--- src/g1_defines.svh ---
// constants for the group 1 verify/write command decoder
`ifndef G1_DEFINES_SVH
`define G1_DEFINES_SVH

`define G1_OP_VERIFY 8'h2f
`define G1_OP_WRITE_EXT 8'h2a
`define G1_OP_WRITE_VERIFY 8'h2e

`define G1_CDB_LAST 4'h9
`define G1_CDB_LEN 10
`define G1_BYTE_OPC 0
`define G1_BYTE_FLAGS 1
`define G1_BYTE_LBA0 2
`define G1_BYTE_LBA1 3
`define G1_BYTE_LBA2 4
`define G1_BYTE_LBA3 5
`define G1_BYTE_RSVD 6
`define G1_BYTE_CNT_HI 7
`define G1_BYTE_CNT_LO 8
`define G1_BYTE_CTRL 9

`define G1_LUN_HI 7
`define G1_LUN_LO 5
`define G1_BYTE_COMPARE_BIT 1
`define G1_REL_ADDR_BIT 0
`define G1_RETRY_BIT 7
`define G1_ECC_BIT 6
`define G1_FLAG_BIT 1
`define G1_LINK_BIT 0
`define G1_FLAGS_RSVD_MASK 8'h1c
`define G1_CTRL_RSVD_MASK 8'h3c

`define G1_MAX_BLOCKS 16'h0100
`define G1_BLOCK_LEN 16'h0200
`define G1_FIFO_DEPTH 8
`define G1_LUNS 8

`define G1_ST_GOOD 8'h00
`define G1_ST_CHECK 8'h02
`define G1_ST_INTERMEDIATE 8'h10
`define G1_SK_NONE 4'h0
`define G1_SK_ILLEGAL 4'h5

`endif

--- src/g1_pkg.sv ---
// types shared by the group 1 command decoder
`default_nettype none
package g1_pkg;
  // gray codes along gather -> decode -> exec -> report -> gather
  typedef enum logic [1:0] {
    ST_GATHER = 2'h0,
    ST_DECODE = 2'h1,
    ST_EXEC = 2'h3,
    ST_REPORT = 2'h2
  } state_t;

  typedef enum logic [2:0] {
    OPK_WRITE = 3'h0,
    OPK_VERIFY_ECC = 3'h1,
    OPK_VERIFY_CMP = 3'h2,
    OPK_WRITE_VERIFY_ECC = 3'h3,
    OPK_WRITE_VERIFY_CMP = 3'h4
  } op_kind_t;
endpackage : g1_pkg
`default_nettype wire

--- src/byte_stream_if.sv ---
// valid/ready byte stream between the decoder and its fifo
`default_nettype none
interface byte_stream_if #(parameter int WIDTH = 8);
  logic valid;
  logic ready;
  logic [WIDTH-1:0] data;
  modport src (output valid, output data, input ready);
  modport snk (input valid, input data, output ready);
endinterface : byte_stream_if
`default_nettype wire

--- src/data_fifo.sv ---
// initiator-to-drive data fifo with a registered output stage
`default_nettype none
module data_fifo #(
  parameter int WIDTH = 8,
  parameter int DEPTH = 8
) (
  input wire logic mclk_i,
  input wire logic sys_rst_i,
  byte_stream_if.snk in_s,
  byte_stream_if.src out_s,
  output logic [$clog2(DEPTH):0] level_o
);
  localparam int AW = $clog2(DEPTH);
  // depth must be a power of two so the pointers wrap on their own
  logic [WIDTH-1:0] mem [DEPTH];
  logic [AW-1:0] wr_ptr;
  logic [AW-1:0] rd_ptr;
  logic [AW:0] count;
  logic out_valid;
  logic [WIDTH-1:0] out_data;
  logic push;
  logic load;

  assign in_s.ready = (count < (AW+1)'(DEPTH));
  assign push = in_s.valid && in_s.ready;
  // refill the output stage when empty or being drained
  assign load = (count != '0) && (!out_valid || out_s.ready);
  assign out_s.valid = out_valid;
  assign out_s.data = out_data;
  assign level_o = count;

  // storage write side
  always_ff @(posedge mclk_i)
  begin
    if (push)
      mem[wr_ptr] <= in_s.data;
  end

  // pointers and occupancy
  always_ff @(posedge mclk_i)
  begin
    if (sys_rst_i)
    begin
      wr_ptr <= '0;
      rd_ptr <= '0;
      count <= '0;
    end
    else
    begin
      if (push)
        wr_ptr <= wr_ptr + 1'b1;
      if (load)
        rd_ptr <= rd_ptr + 1'b1;
      count <= count + (AW+1)'(push) - (AW+1)'(load);
    end
  end

  // output stage, stalls while the drive holds ready low
  always_ff @(posedge mclk_i)
  begin
    if (sys_rst_i)
    begin
      out_valid <= 1'b0;
      out_data <= '0;
    end
    else if (load)
    begin
      out_valid <= 1'b1;
      out_data <= mem[rd_ptr];
    end
    else if (out_s.ready)
      out_valid <= 1'b0;
  end
endmodule : data_fifo
`default_nettype wire

--- src/lba_memory.sv ---
// last accessed logical block per unit within a linked chain
`default_nettype none
module lba_memory #(
  parameter int LUNS = 8
) (
  input wire logic mclk_i,
  input wire logic sys_rst_i,
  input wire logic clear_i,
  input wire logic wr_en_i,
  input wire logic [$clog2(LUNS)-1:0] wr_lun_i,
  input wire logic [31:0] wr_lba_i,
  input wire logic [$clog2(LUNS)-1:0] rd_lun_i,
  output logic [31:0] rd_lba_o,
  output logic rd_valid_o
);
  logic [31:0] lba_mem [LUNS];
  logic [LUNS-1:0] seen;

  assign rd_lba_o = lba_mem[rd_lun_i];
  assign rd_valid_o = seen[rd_lun_i];

  // block address store
  always_ff @(posedge mclk_i)
  begin
    if (wr_en_i)
      lba_mem[wr_lun_i] <= wr_lba_i;
  end

  // a fresh write in the clearing cycle still counts
  always_ff @(posedge mclk_i)
  begin
    if (sys_rst_i)
      seen <= '0;
    else
    begin
      if (clear_i)
        seen <= '0;
      if (wr_en_i)
        seen[wr_lun_i] <= 1'b1;
    end
  end
endmodule : lba_memory
`default_nettype wire

--- src/g1_cmd_decoder.sv ---
// group 1 verify / write extended / write and verify command decoder
`include "g1_defines.svh"
`default_nettype none
// Summary of operation
// - opcode 2f verifies the requested consecutive blocks from the given block.
// - opcode 2a writes initiator data starting at the given block.
// - write data amount is block count times configured block length.
// - opcode 2e writes the blocks, then verifies them.
// - unit number comes from bits 7..5 of command byte 1.
// - byte-compare set: take data as for write, compare with read-back.
// - byte-compare clear: read and check ecc only, no data phase for opcode 2f.
// - relative addressing adds signed block field to unit's last block.
// - relative without earlier access in chain: check condition, illegal request.
// - starting block from bytes 2..5, most significant first.
// - count from bytes 7..8; zero moves nothing, 1..256 move that many.
// - retry and correction bits at byte 9 bits 7 and 6, passed on.
// - flag counts only with link set; then raise an interrupt request.
// - link with success fetches next command; status for every command.
// - with disconnect enabled, bus may be released during execution.
module g1_cmd_decoder #(
  parameter int FIFO_DEPTH = `G1_FIFO_DEPTH,
  parameter int LUNS = `G1_LUNS
) (
  input wire logic mclk_i,
  input wire logic sys_rst_i,
  input wire logic [15:0] block_len_i,
  input wire logic disconnect_en_i,
  input wire logic cdb_valid_i,
  input wire logic [7:0] cdb_byte_i,
  output logic cdb_ready_o,
  input wire logic data_valid_i,
  input wire logic [7:0] data_byte_i,
  output logic data_ready_o,
  output logic drv_valid_o,
  output logic [7:0] drv_byte_o,
  input wire logic drv_ready_i,
  output logic op_valid_o,
  output g1_pkg::op_kind_t op_kind_o,
  output logic [2:0] op_lun_o,
  output logic [31:0] op_lba_o,
  output logic [8:0] op_count_o,
  output logic op_retry_o,
  output logic op_ecc_o,
  input wire logic op_done_i,
  input wire logic [3:0] op_sense_i,
  output logic disconnect_o,
  output logic status_valid_o,
  output logic [7:0] status_o,
  output logic [3:0] sense_key_o,
  output logic link_next_o,
  output logic flag_irq_o
);
  localparam int LW = $clog2(FIFO_DEPTH) + 1;

  g1_pkg::state_t state;
  logic [7:0] cdb [`G1_CDB_LEN];
  logic [3:0] idx;
  logic [24:0] bytes_left;
  logic in_chain;
  logic cmd_good;
  logic cmd_link;
  logic cmd_flag;
  logic [31:0] end_lba;
  logic push;
  logic [LW-1:0] level;

  // decoded command fields
  logic [7:0] opc;
  logic [2:0] lun;
  logic byte_compare;
  logic relative_addressing;
  logic [31:0] lba_field;
  logic [15:0] count;
  logic known;
  logic rsvd_bad;
  logic rel_bad;
  logic [31:0] start_lba;
  logic [24:0] total;
  logic moves_data;
  logic [31:0] tbl_lba;
  logic tbl_valid;

  byte_stream_if #(.WIDTH(8)) fill_s ();
  byte_stream_if #(.WIDTH(8)) drain_s ();

  // reserved-bit test, write extended also reserves the compare bit
  function automatic logic rsvd_check(input logic [7:0] op, input logic [7:0] b1,
                                      input logic [7:0] b6, input logic [7:0] b9);
    logic [7:0] m1;
    m1 = `G1_FLAGS_RSVD_MASK;
    if (op == `G1_OP_WRITE_EXT)
      m1[`G1_BYTE_COMPARE_BIT] = 1'b1;
    rsvd_check = ((b1 & m1) != 8'h00) || (b6 != 8'h00) ||
                 ((b9 & `G1_CTRL_RSVD_MASK) != 8'h00);
  endfunction : rsvd_check

  assign opc = cdb[`G1_BYTE_OPC];
  assign lun = cdb[`G1_BYTE_FLAGS][`G1_LUN_HI:`G1_LUN_LO];
  assign byte_compare = cdb[`G1_BYTE_FLAGS][`G1_BYTE_COMPARE_BIT] && (opc != `G1_OP_WRITE_EXT);
  assign relative_addressing = cdb[`G1_BYTE_FLAGS][`G1_REL_ADDR_BIT];
  assign lba_field = {cdb[`G1_BYTE_LBA0], cdb[`G1_BYTE_LBA1],
                      cdb[`G1_BYTE_LBA2], cdb[`G1_BYTE_LBA3]};
  assign count = {cdb[`G1_BYTE_CNT_HI], cdb[`G1_BYTE_CNT_LO]};
  assign known = (opc == `G1_OP_VERIFY) || (opc == `G1_OP_WRITE_EXT) ||
                 (opc == `G1_OP_WRITE_VERIFY);
  assign rsvd_bad = rsvd_check(opc, cdb[`G1_BYTE_FLAGS], cdb[`G1_BYTE_RSVD],
                               cdb[`G1_BYTE_CTRL]);
  // relative only inside a linked chain with an earlier access on the unit
  assign rel_bad = relative_addressing && (!in_chain || !tbl_valid);
  assign start_lba = relative_addressing ? tbl_lba + lba_field : lba_field;
  // widen before the product so a long block length cannot wrap
  assign total = 25'(count[8:0]) * 25'(block_len_i);
  // verify without compare has no data phase at all
  assign moves_data = (opc != `G1_OP_VERIFY) || byte_compare;

  assign push = data_valid_i && data_ready_o;
  assign fill_s.valid = push;
  assign fill_s.data = data_byte_i;
  assign drv_valid_o = drain_s.valid;
  assign drv_byte_o = drain_s.data;
  assign drain_s.ready = drv_ready_i;

  data_fifo #(.WIDTH(8), .DEPTH(FIFO_DEPTH)) u_fifo (
    .mclk_i(mclk_i),
    .sys_rst_i(sys_rst_i),
    .in_s(fill_s),
    .out_s(drain_s),
    .level_o(level)
  );

  lba_memory #(.LUNS(LUNS)) u_lba (
    .mclk_i(mclk_i),
    .sys_rst_i(sys_rst_i),
    .clear_i(state == g1_pkg::ST_REPORT && !(cmd_good && cmd_link)),
    .wr_en_i(state == g1_pkg::ST_EXEC && op_done_i && op_sense_i == `G1_SK_NONE),
    .wr_lun_i(op_lun_o),
    .wr_lba_i(end_lba),
    .rd_lun_i(lun),
    .rd_lba_o(tbl_lba),
    .rd_valid_o(tbl_valid)
  );

  // main sequence and command byte capture
  always_ff @(posedge mclk_i)
  begin
    if (sys_rst_i)
    begin
      state <= g1_pkg::ST_GATHER;
      idx <= 4'h0;
      cdb_ready_o <= 1'b1;
    end
    else
    begin
      case (state)
        g1_pkg::ST_GATHER:
        begin
          if (cdb_valid_i && cdb_ready_o)
          begin
            cdb[idx] <= cdb_byte_i;
            idx <= idx + 4'h1;
            if (idx == `G1_CDB_LAST)
            begin
              cdb_ready_o <= 1'b0;
              state <= g1_pkg::ST_DECODE;
            end
          end
        end
        g1_pkg::ST_DECODE:
        begin
          idx <= 4'h0;
          if (!known || rsvd_bad || rel_bad || count > `G1_MAX_BLOCKS ||
              count == 16'h0000)
            state <= g1_pkg::ST_REPORT;
          else
            state <= g1_pkg::ST_EXEC;
        end
        g1_pkg::ST_EXEC:
        begin
          if (op_done_i)
            state <= g1_pkg::ST_REPORT;
        end
        g1_pkg::ST_REPORT:
        begin
          cdb_ready_o <= 1'b1;
          state <= g1_pkg::ST_GATHER;
        end
        default:
        begin
          cdb_ready_o <= 1'b1;
          state <= g1_pkg::ST_GATHER;
        end
      endcase
    end
  end

  // drive operation request, one pulse per accepted command with a nonzero count
  always_ff @(posedge mclk_i)
  begin
    if (sys_rst_i)
    begin
      op_valid_o <= 1'b0;
      op_kind_o <= g1_pkg::OPK_WRITE;
      op_lun_o <= 3'h0;
      op_lba_o <= 32'h0000_0000;
      op_count_o <= 9'h000;
      op_retry_o <= 1'b0;
      op_ecc_o <= 1'b0;
      end_lba <= 32'h0000_0000;
    end
    else
    begin
      op_valid_o <= 1'b0;
      if (state == g1_pkg::ST_DECODE)
      begin
        op_valid_o <= known && !rsvd_bad && !rel_bad && count != 16'h0000 &&
                      count <= `G1_MAX_BLOCKS;
        op_lun_o <= lun;
        op_lba_o <= start_lba;
        op_count_o <= count[8:0];
        end_lba <= start_lba + 32'(count[8:0]) - 32'h0000_0001;
        op_retry_o <= cdb[`G1_BYTE_CTRL][`G1_RETRY_BIT];
        op_ecc_o <= cdb[`G1_BYTE_CTRL][`G1_ECC_BIT];
        if (opc == `G1_OP_WRITE_EXT)
          op_kind_o <= g1_pkg::OPK_WRITE;
        else if (opc == `G1_OP_VERIFY)
          op_kind_o <= byte_compare ? g1_pkg::OPK_VERIFY_CMP
                                    : g1_pkg::OPK_VERIFY_ECC;
        else
          op_kind_o <= byte_compare ? g1_pkg::OPK_WRITE_VERIFY_CMP
                            : g1_pkg::OPK_WRITE_VERIFY_ECC;
      end
    end
  end

  // data phase: ready is predicted a cycle ahead so the fifo never overflows
  always_ff @(posedge mclk_i)
  begin
    if (sys_rst_i)
    begin
      bytes_left <= 25'h0;
      data_ready_o <= 1'b0;
    end
    else if (state == g1_pkg::ST_DECODE)
    begin
      bytes_left <= moves_data ? total : 25'h0;
      data_ready_o <= moves_data && total != 25'h0 && known && !rsvd_bad && !rel_bad &&
                      count != 16'h0000 && count <= `G1_MAX_BLOCKS;
    end
    else if (state == g1_pkg::ST_EXEC)
    begin
      bytes_left <= bytes_left - 25'(push);
      data_ready_o <= (bytes_left - 25'(push) != 25'h0) &&
                      ((LW+1)'(level) + (LW+1)'(push) < (LW+1)'(FIFO_DEPTH));
    end
    else
      data_ready_o <= 1'b0;
  end

  // bus released only once no initiator data is still owed
  always_ff @(posedge mclk_i)
  begin
    if (sys_rst_i)
      disconnect_o <= 1'b0;
    else
      disconnect_o <= disconnect_en_i && state == g1_pkg::ST_EXEC && !op_done_i &&
                      bytes_left == 25'h0;
  end

  // result of the command, latched until report
  always_ff @(posedge mclk_i)
  begin
    if (sys_rst_i)
    begin
      cmd_good <= 1'b0;
      cmd_link <= 1'b0;
      cmd_flag <= 1'b0;
      sense_key_o <= `G1_SK_NONE;
    end
    else if (state == g1_pkg::ST_DECODE)
    begin
      cmd_link <= cdb[`G1_BYTE_CTRL][`G1_LINK_BIT];
      cmd_flag <= cdb[`G1_BYTE_CTRL][`G1_FLAG_BIT];
      cmd_good <= known && !rsvd_bad && !rel_bad && count <= `G1_MAX_BLOCKS;
      sense_key_o <= (known && !rsvd_bad && !rel_bad && count <= `G1_MAX_BLOCKS)
                     ? `G1_SK_NONE : `G1_SK_ILLEGAL;
    end
    else if (state == g1_pkg::ST_EXEC && op_done_i)
    begin
      cmd_good <= op_sense_i == `G1_SK_NONE;
      sense_key_o <= op_sense_i;
    end
  end

  // status for every command; link and flag act only after success
  always_ff @(posedge mclk_i)
  begin
    if (sys_rst_i)
    begin
      status_valid_o <= 1'b0;
      status_o <= `G1_ST_GOOD;
      link_next_o <= 1'b0;
      flag_irq_o <= 1'b0;
      in_chain <= 1'b0;
    end
    else
    begin
      status_valid_o <= state == g1_pkg::ST_REPORT;
      link_next_o <= state == g1_pkg::ST_REPORT && cmd_good && cmd_link;
      flag_irq_o <= state == g1_pkg::ST_REPORT && cmd_good && cmd_link && cmd_flag;
      if (state == g1_pkg::ST_REPORT)
      begin
        status_o <= !cmd_good ? `G1_ST_CHECK :
                    cmd_link ? `G1_ST_INTERMEDIATE : `G1_ST_GOOD;
        in_chain <= cmd_good && cmd_link;
      end
    end
  end
endmodule : g1_cmd_decoder
`default_nettype wire

--- config.mk ---
export PLATFORM = sky130hd
export DESIGN_NAME = g1_cmd_decoder
export DESIGN_NICKNAME = d
export VERILOG_FILES = /design/src/g1_pkg.sv /design/src/byte_stream_if.sv /design/src/data_fifo.sv /design/src/lba_memory.sv /design/src/g1_cmd_decoder.sv
export VERILOG_INCLUDE_DIRS = /design/src
export SDC_FILE = /design/constraint.sdc
export NUM_CORES = 1
export LEC_CHECK = 0
export BUFFER_PORTS_ARGS = -buffer_cell sky130_fd_sc_hd__buf_2
export CAP_MARGIN = 0
export CORE_AREA = 2 2 202 352
export DETAILED_ROUTE_END_ITERATION = 8
export DIE_AREA = 0 0 204 354
export PLACE_DENSITY_LB_ADDON = 0.05
export SETUP_SLACK_MARGIN = 0.05
export SYNTH_ARGS = -nofsm -noshare
export SYNTH_HDL_FRONTEND = slang
export SYNTH_HIERARCHICAL = 1
export SYNTH_SLANG_ARGS = --single-unit
--- constraint.sdc ---
create_clock -name mclk_i -period 13.9 [get_ports mclk_i]
set_input_delay 2.78 -clock mclk_i [delete_from_list [all_inputs] [get_ports mclk_i]]
set_output_delay 2.78 -clock mclk_i [all_outputs]
set_load 0.01 [all_outputs]
==> summary.md <==
| Metric | Value |
|---|---|
| IO Port Bufs | 113 |
| Most used cell along the critical path | fa_1 |
| Flop pwr share | 45.9% |
| Site Rows | 128 |
| Critical path arrival | 8170 ps |
| Wire length per cell | 23.0 um |
| Cells after synthesis | 2465 |
| Post-layout util | 47.0% |
| Leakage power | 12.7 nW |
| Outcome | complete, no violations |
| # hold bufs at CTS | 0 |
| Clock power frac | 36.3% |
| # H-tree levels | 2 |
| CP max stage cell | or4b_2 |
| Cell breakdown of the critical path | buf_2 -> nand2_1 -> fa_1 -> inv_1 -> fa_1 -> ha_1 -> inv_1 -> fa_1 -> inv_1 -> fa_1 -> a21o_1 -> a21oi_1 -> nor2b_1 -> a21oi_1 -> nand2_1 -> xor2_1 -> or4_1 -> or4b_2 -> nor4_1 -> a41oi_1 |
| TritonCTS clock tree | built |
| Hold slack | 452 ps |
| Max FO, Critical Path | 9 |
| Largest net degree at the start of global routing | 73 |
| Starting Density | 42.6% |
| Slew headroom | 11.8% |
| Setup crit end kind | register |
| CTS sink count | 555 |
| Root buffer cell | clkbuf_16 |
| Detailed placement HPWL | 56.1 mm |
| Internal power | 2.86 mW |
| Min cycle time layout | 7710 ps |
| Max Clock Freq | 130 MHz |
| Post-route design area | 0.0327 mm^2 |
| Core area | 0.0695 mm^2 |
| Post_cts resized | 0 |
| Gr usage total | 22.7% |
| DIE WIDTH | 204 um |
| Synthesized flop and latch total | 555 |
| CP startpoint | block_len_i[3] |
| First-pass GRT wire length | 123 mm |
| Yosys warnings | 6 |
| Clk slew on worst S/H paths | 60 ps |
| Detailed-route via count | 19300 |
| Switch share | 27.5% |
| Synthesized area | 0.0296 mm^2 |
| Synth area leader | edfxtp_1 |
| Post-synth cell types | 84 |
| CP max stage delay | 630 ps |
| Part of the power in combinational logic | 17.9% |
| Startpoint Class | input port |
| Grt ovf | 0 |
| Final Power | 3.94 mW |
| Die area | 0.0722 mm^2 |
| DRC | 0 |
| Max-slew violations | 0 |
| Unrepaired setup endpoints after global routing | false |
| Die Span Y | 354 um |
| EDFF count, synth | 400 |
| Peak VDD IR | 101 uV |
| Vias in the first global route | 20200 |
| Seq/Total Area, Yosys | 51.1% |
| Post-DR vias/cell | 5.52 |
| Psw | 1.08 mW |
| Clk_lat worst skew | 650 ps |
| Layout cell share with drive strength beyond 1 | 13.5% |
| Synth top area cells | edfxtp_1 41%, dfxtp_1 10%, fa_1 6.9% |
| Final setup violating endpoints | 0 |
| CTS Buf Count | 50 |
| NumNets Final | 2825 |
| Crit Path Class | in2reg |
| I/O pin count | 120 |
| Period utilization | 55.5% |
| Synth top area share | 40.6% |
| Power Density | 121 mW/mm^2 |
| Clock skew | 65.9 ps |
| GP Congestion | 0.889 |
| Synth Area per Inst | 12.0 um^2 |
| Final hold vios | 0 |
| Crit Reg-Reg Startpoint | cdb[1][5]$_DFFE_PP_ |
| CP required | 14360 ps |
| Final ANT Viol Nets | 0 |
| Dpl cell area | 0.0310 mm^2 |
| CP Buf/Inv Count | 4 |
| Post-synthesis async set-or-reset flop share | 0% |
| Max Root-Sink Buffers | 3 |
| Worst hold path type | reg2reg |
| Hold path start | op_count_o[3]$_SDFFE_PP0P_ |
| Setup TNS | 0 ps |
| Max Cap Violations | 0 |
| Worst R2R Setup Slack | 6930 ps |
| Initial antenna violation count | 4 |
| Worst-Margin Slew | 1320 ps |
| Total Wirelength | 80.6 mm |
| P&R area growth vs syn | 10.5% |
| Worst path top cell family by delay | adder cells |
| Most used DFF post-synth | edfxtp_1 |
| 1st-pass router iterations | 7 |
| Iter 0 DRT Violations | 966 |
| Post-CTS Setup Inserts | 0 |
[logic make-up after synthesis]
| family | synth area share [%] |
|---|---|
| compound gates | 9.09 |
| fa+ha+maj | 12.4 |
| flops | 51.1 |
| simple gates | 11.5 |
| other cells | 0.0127 |
| mux | 8.62 |
| buf+inv | 4.86 |
| xor+xnor | 2.43 |
[final timing paths]
check             depth (start not counted)                    endpoint
setup / recovery                         20     data_ready_o$_SDFF_PP0_
hold / removal                            2  op_count_o[3]$_SDFFE_PP0P_
setup reg to reg                         21    end_lba[25]$_SDFFE_PP0P_
hold reg to reg                           2  op_count_o[3]$_SDFFE_PP0P_
[metal layers]
| metal | vias to the layer above | track usage (%) | wire [um] |
|---|---|---|---|
| met3 | 136 | 2.37 | 2260 |
| met2 | 364 | 43.9 | 44600 |
| met1 | 9817 | 25.5 | 30900 |
| met5 | - | 0 | 34 |
| li1 | 9021 | - | - |
| met4 | 6 | 7.74 | 2790 |
[flip-flops by register name, indices dropped and copies added, names as in the netlist, 2 cells and up]
signal and cells:
bytes_left 25, cdb 80, end_lba 32, idx 4, op_count_o 9, op_kind_o 3
op_lba_o 32, op_lun_o 3, sense_key_o 4, state 2, status_o 2, u_fifo/level_o 4
u_fifo/mem 64, u_fifo/out_s.data 8, u_fifo/rd_ptr 3, u_fifo/wr_ptr 3, u_lba/lba_mem 256, u_lba/seen 8
[synthesized netlist by cell type (61+ instances only)]
master	instances
ha_1	130
inv_1	224
and2_1	101
fa_1	102
mux4_2	68
o21ai_0	61
nor2_1	138
edfxtp_1	400
nand2_1	205
a21oi_1	135
dfxtp_1	155
clkbuf_1	70
[worst min-delay path: stages (launching register included)]
cell and delay, ps:
dfxtp_1 310, nand2_1 50, a21oi_1 50
[cells in the final DEF, fill, tap and decap left out, types with 101 or more instances in the layout]
master	instances
edfxtp_1	400
inv_1	224
nand2_1	204
dfxtp_1	155
nor2_1	137
a21oi_1	135
ha_1	130
buf_2	112
fa_1	102
and2_1	101
[metrics by stage]
step,cells,setup slack [ps]
floorplan,2470,6090
global placement,3408,5570
detailed placement,3408,5540
CTS,3502,6160
global route,3502,5810
finish,3503,6190
[layout make-up]
type	instances	area [um^2]
repair buffers	147	823
fillers	6390	36800
inverters	225	845
clock inverters	34	385
clock buffers	60	1300
well taps	910	1140
diodes	1	2.50
multi-input cells	1571	13100
flip-flops and latches	555	15100
[power groups by stage]
stage,Combinational (mW),Sequential [mW],Clock [mW]
floorplan,0.526,1.84,0
global placement,0.707,1.84,0
detailed placement,0.712,1.84,0
CTS,0.716,1.81,1.46
global route,0.800,1.81,1.51
finish,0.704,1.81,1.43
Power figures use the tool's default switching activity.
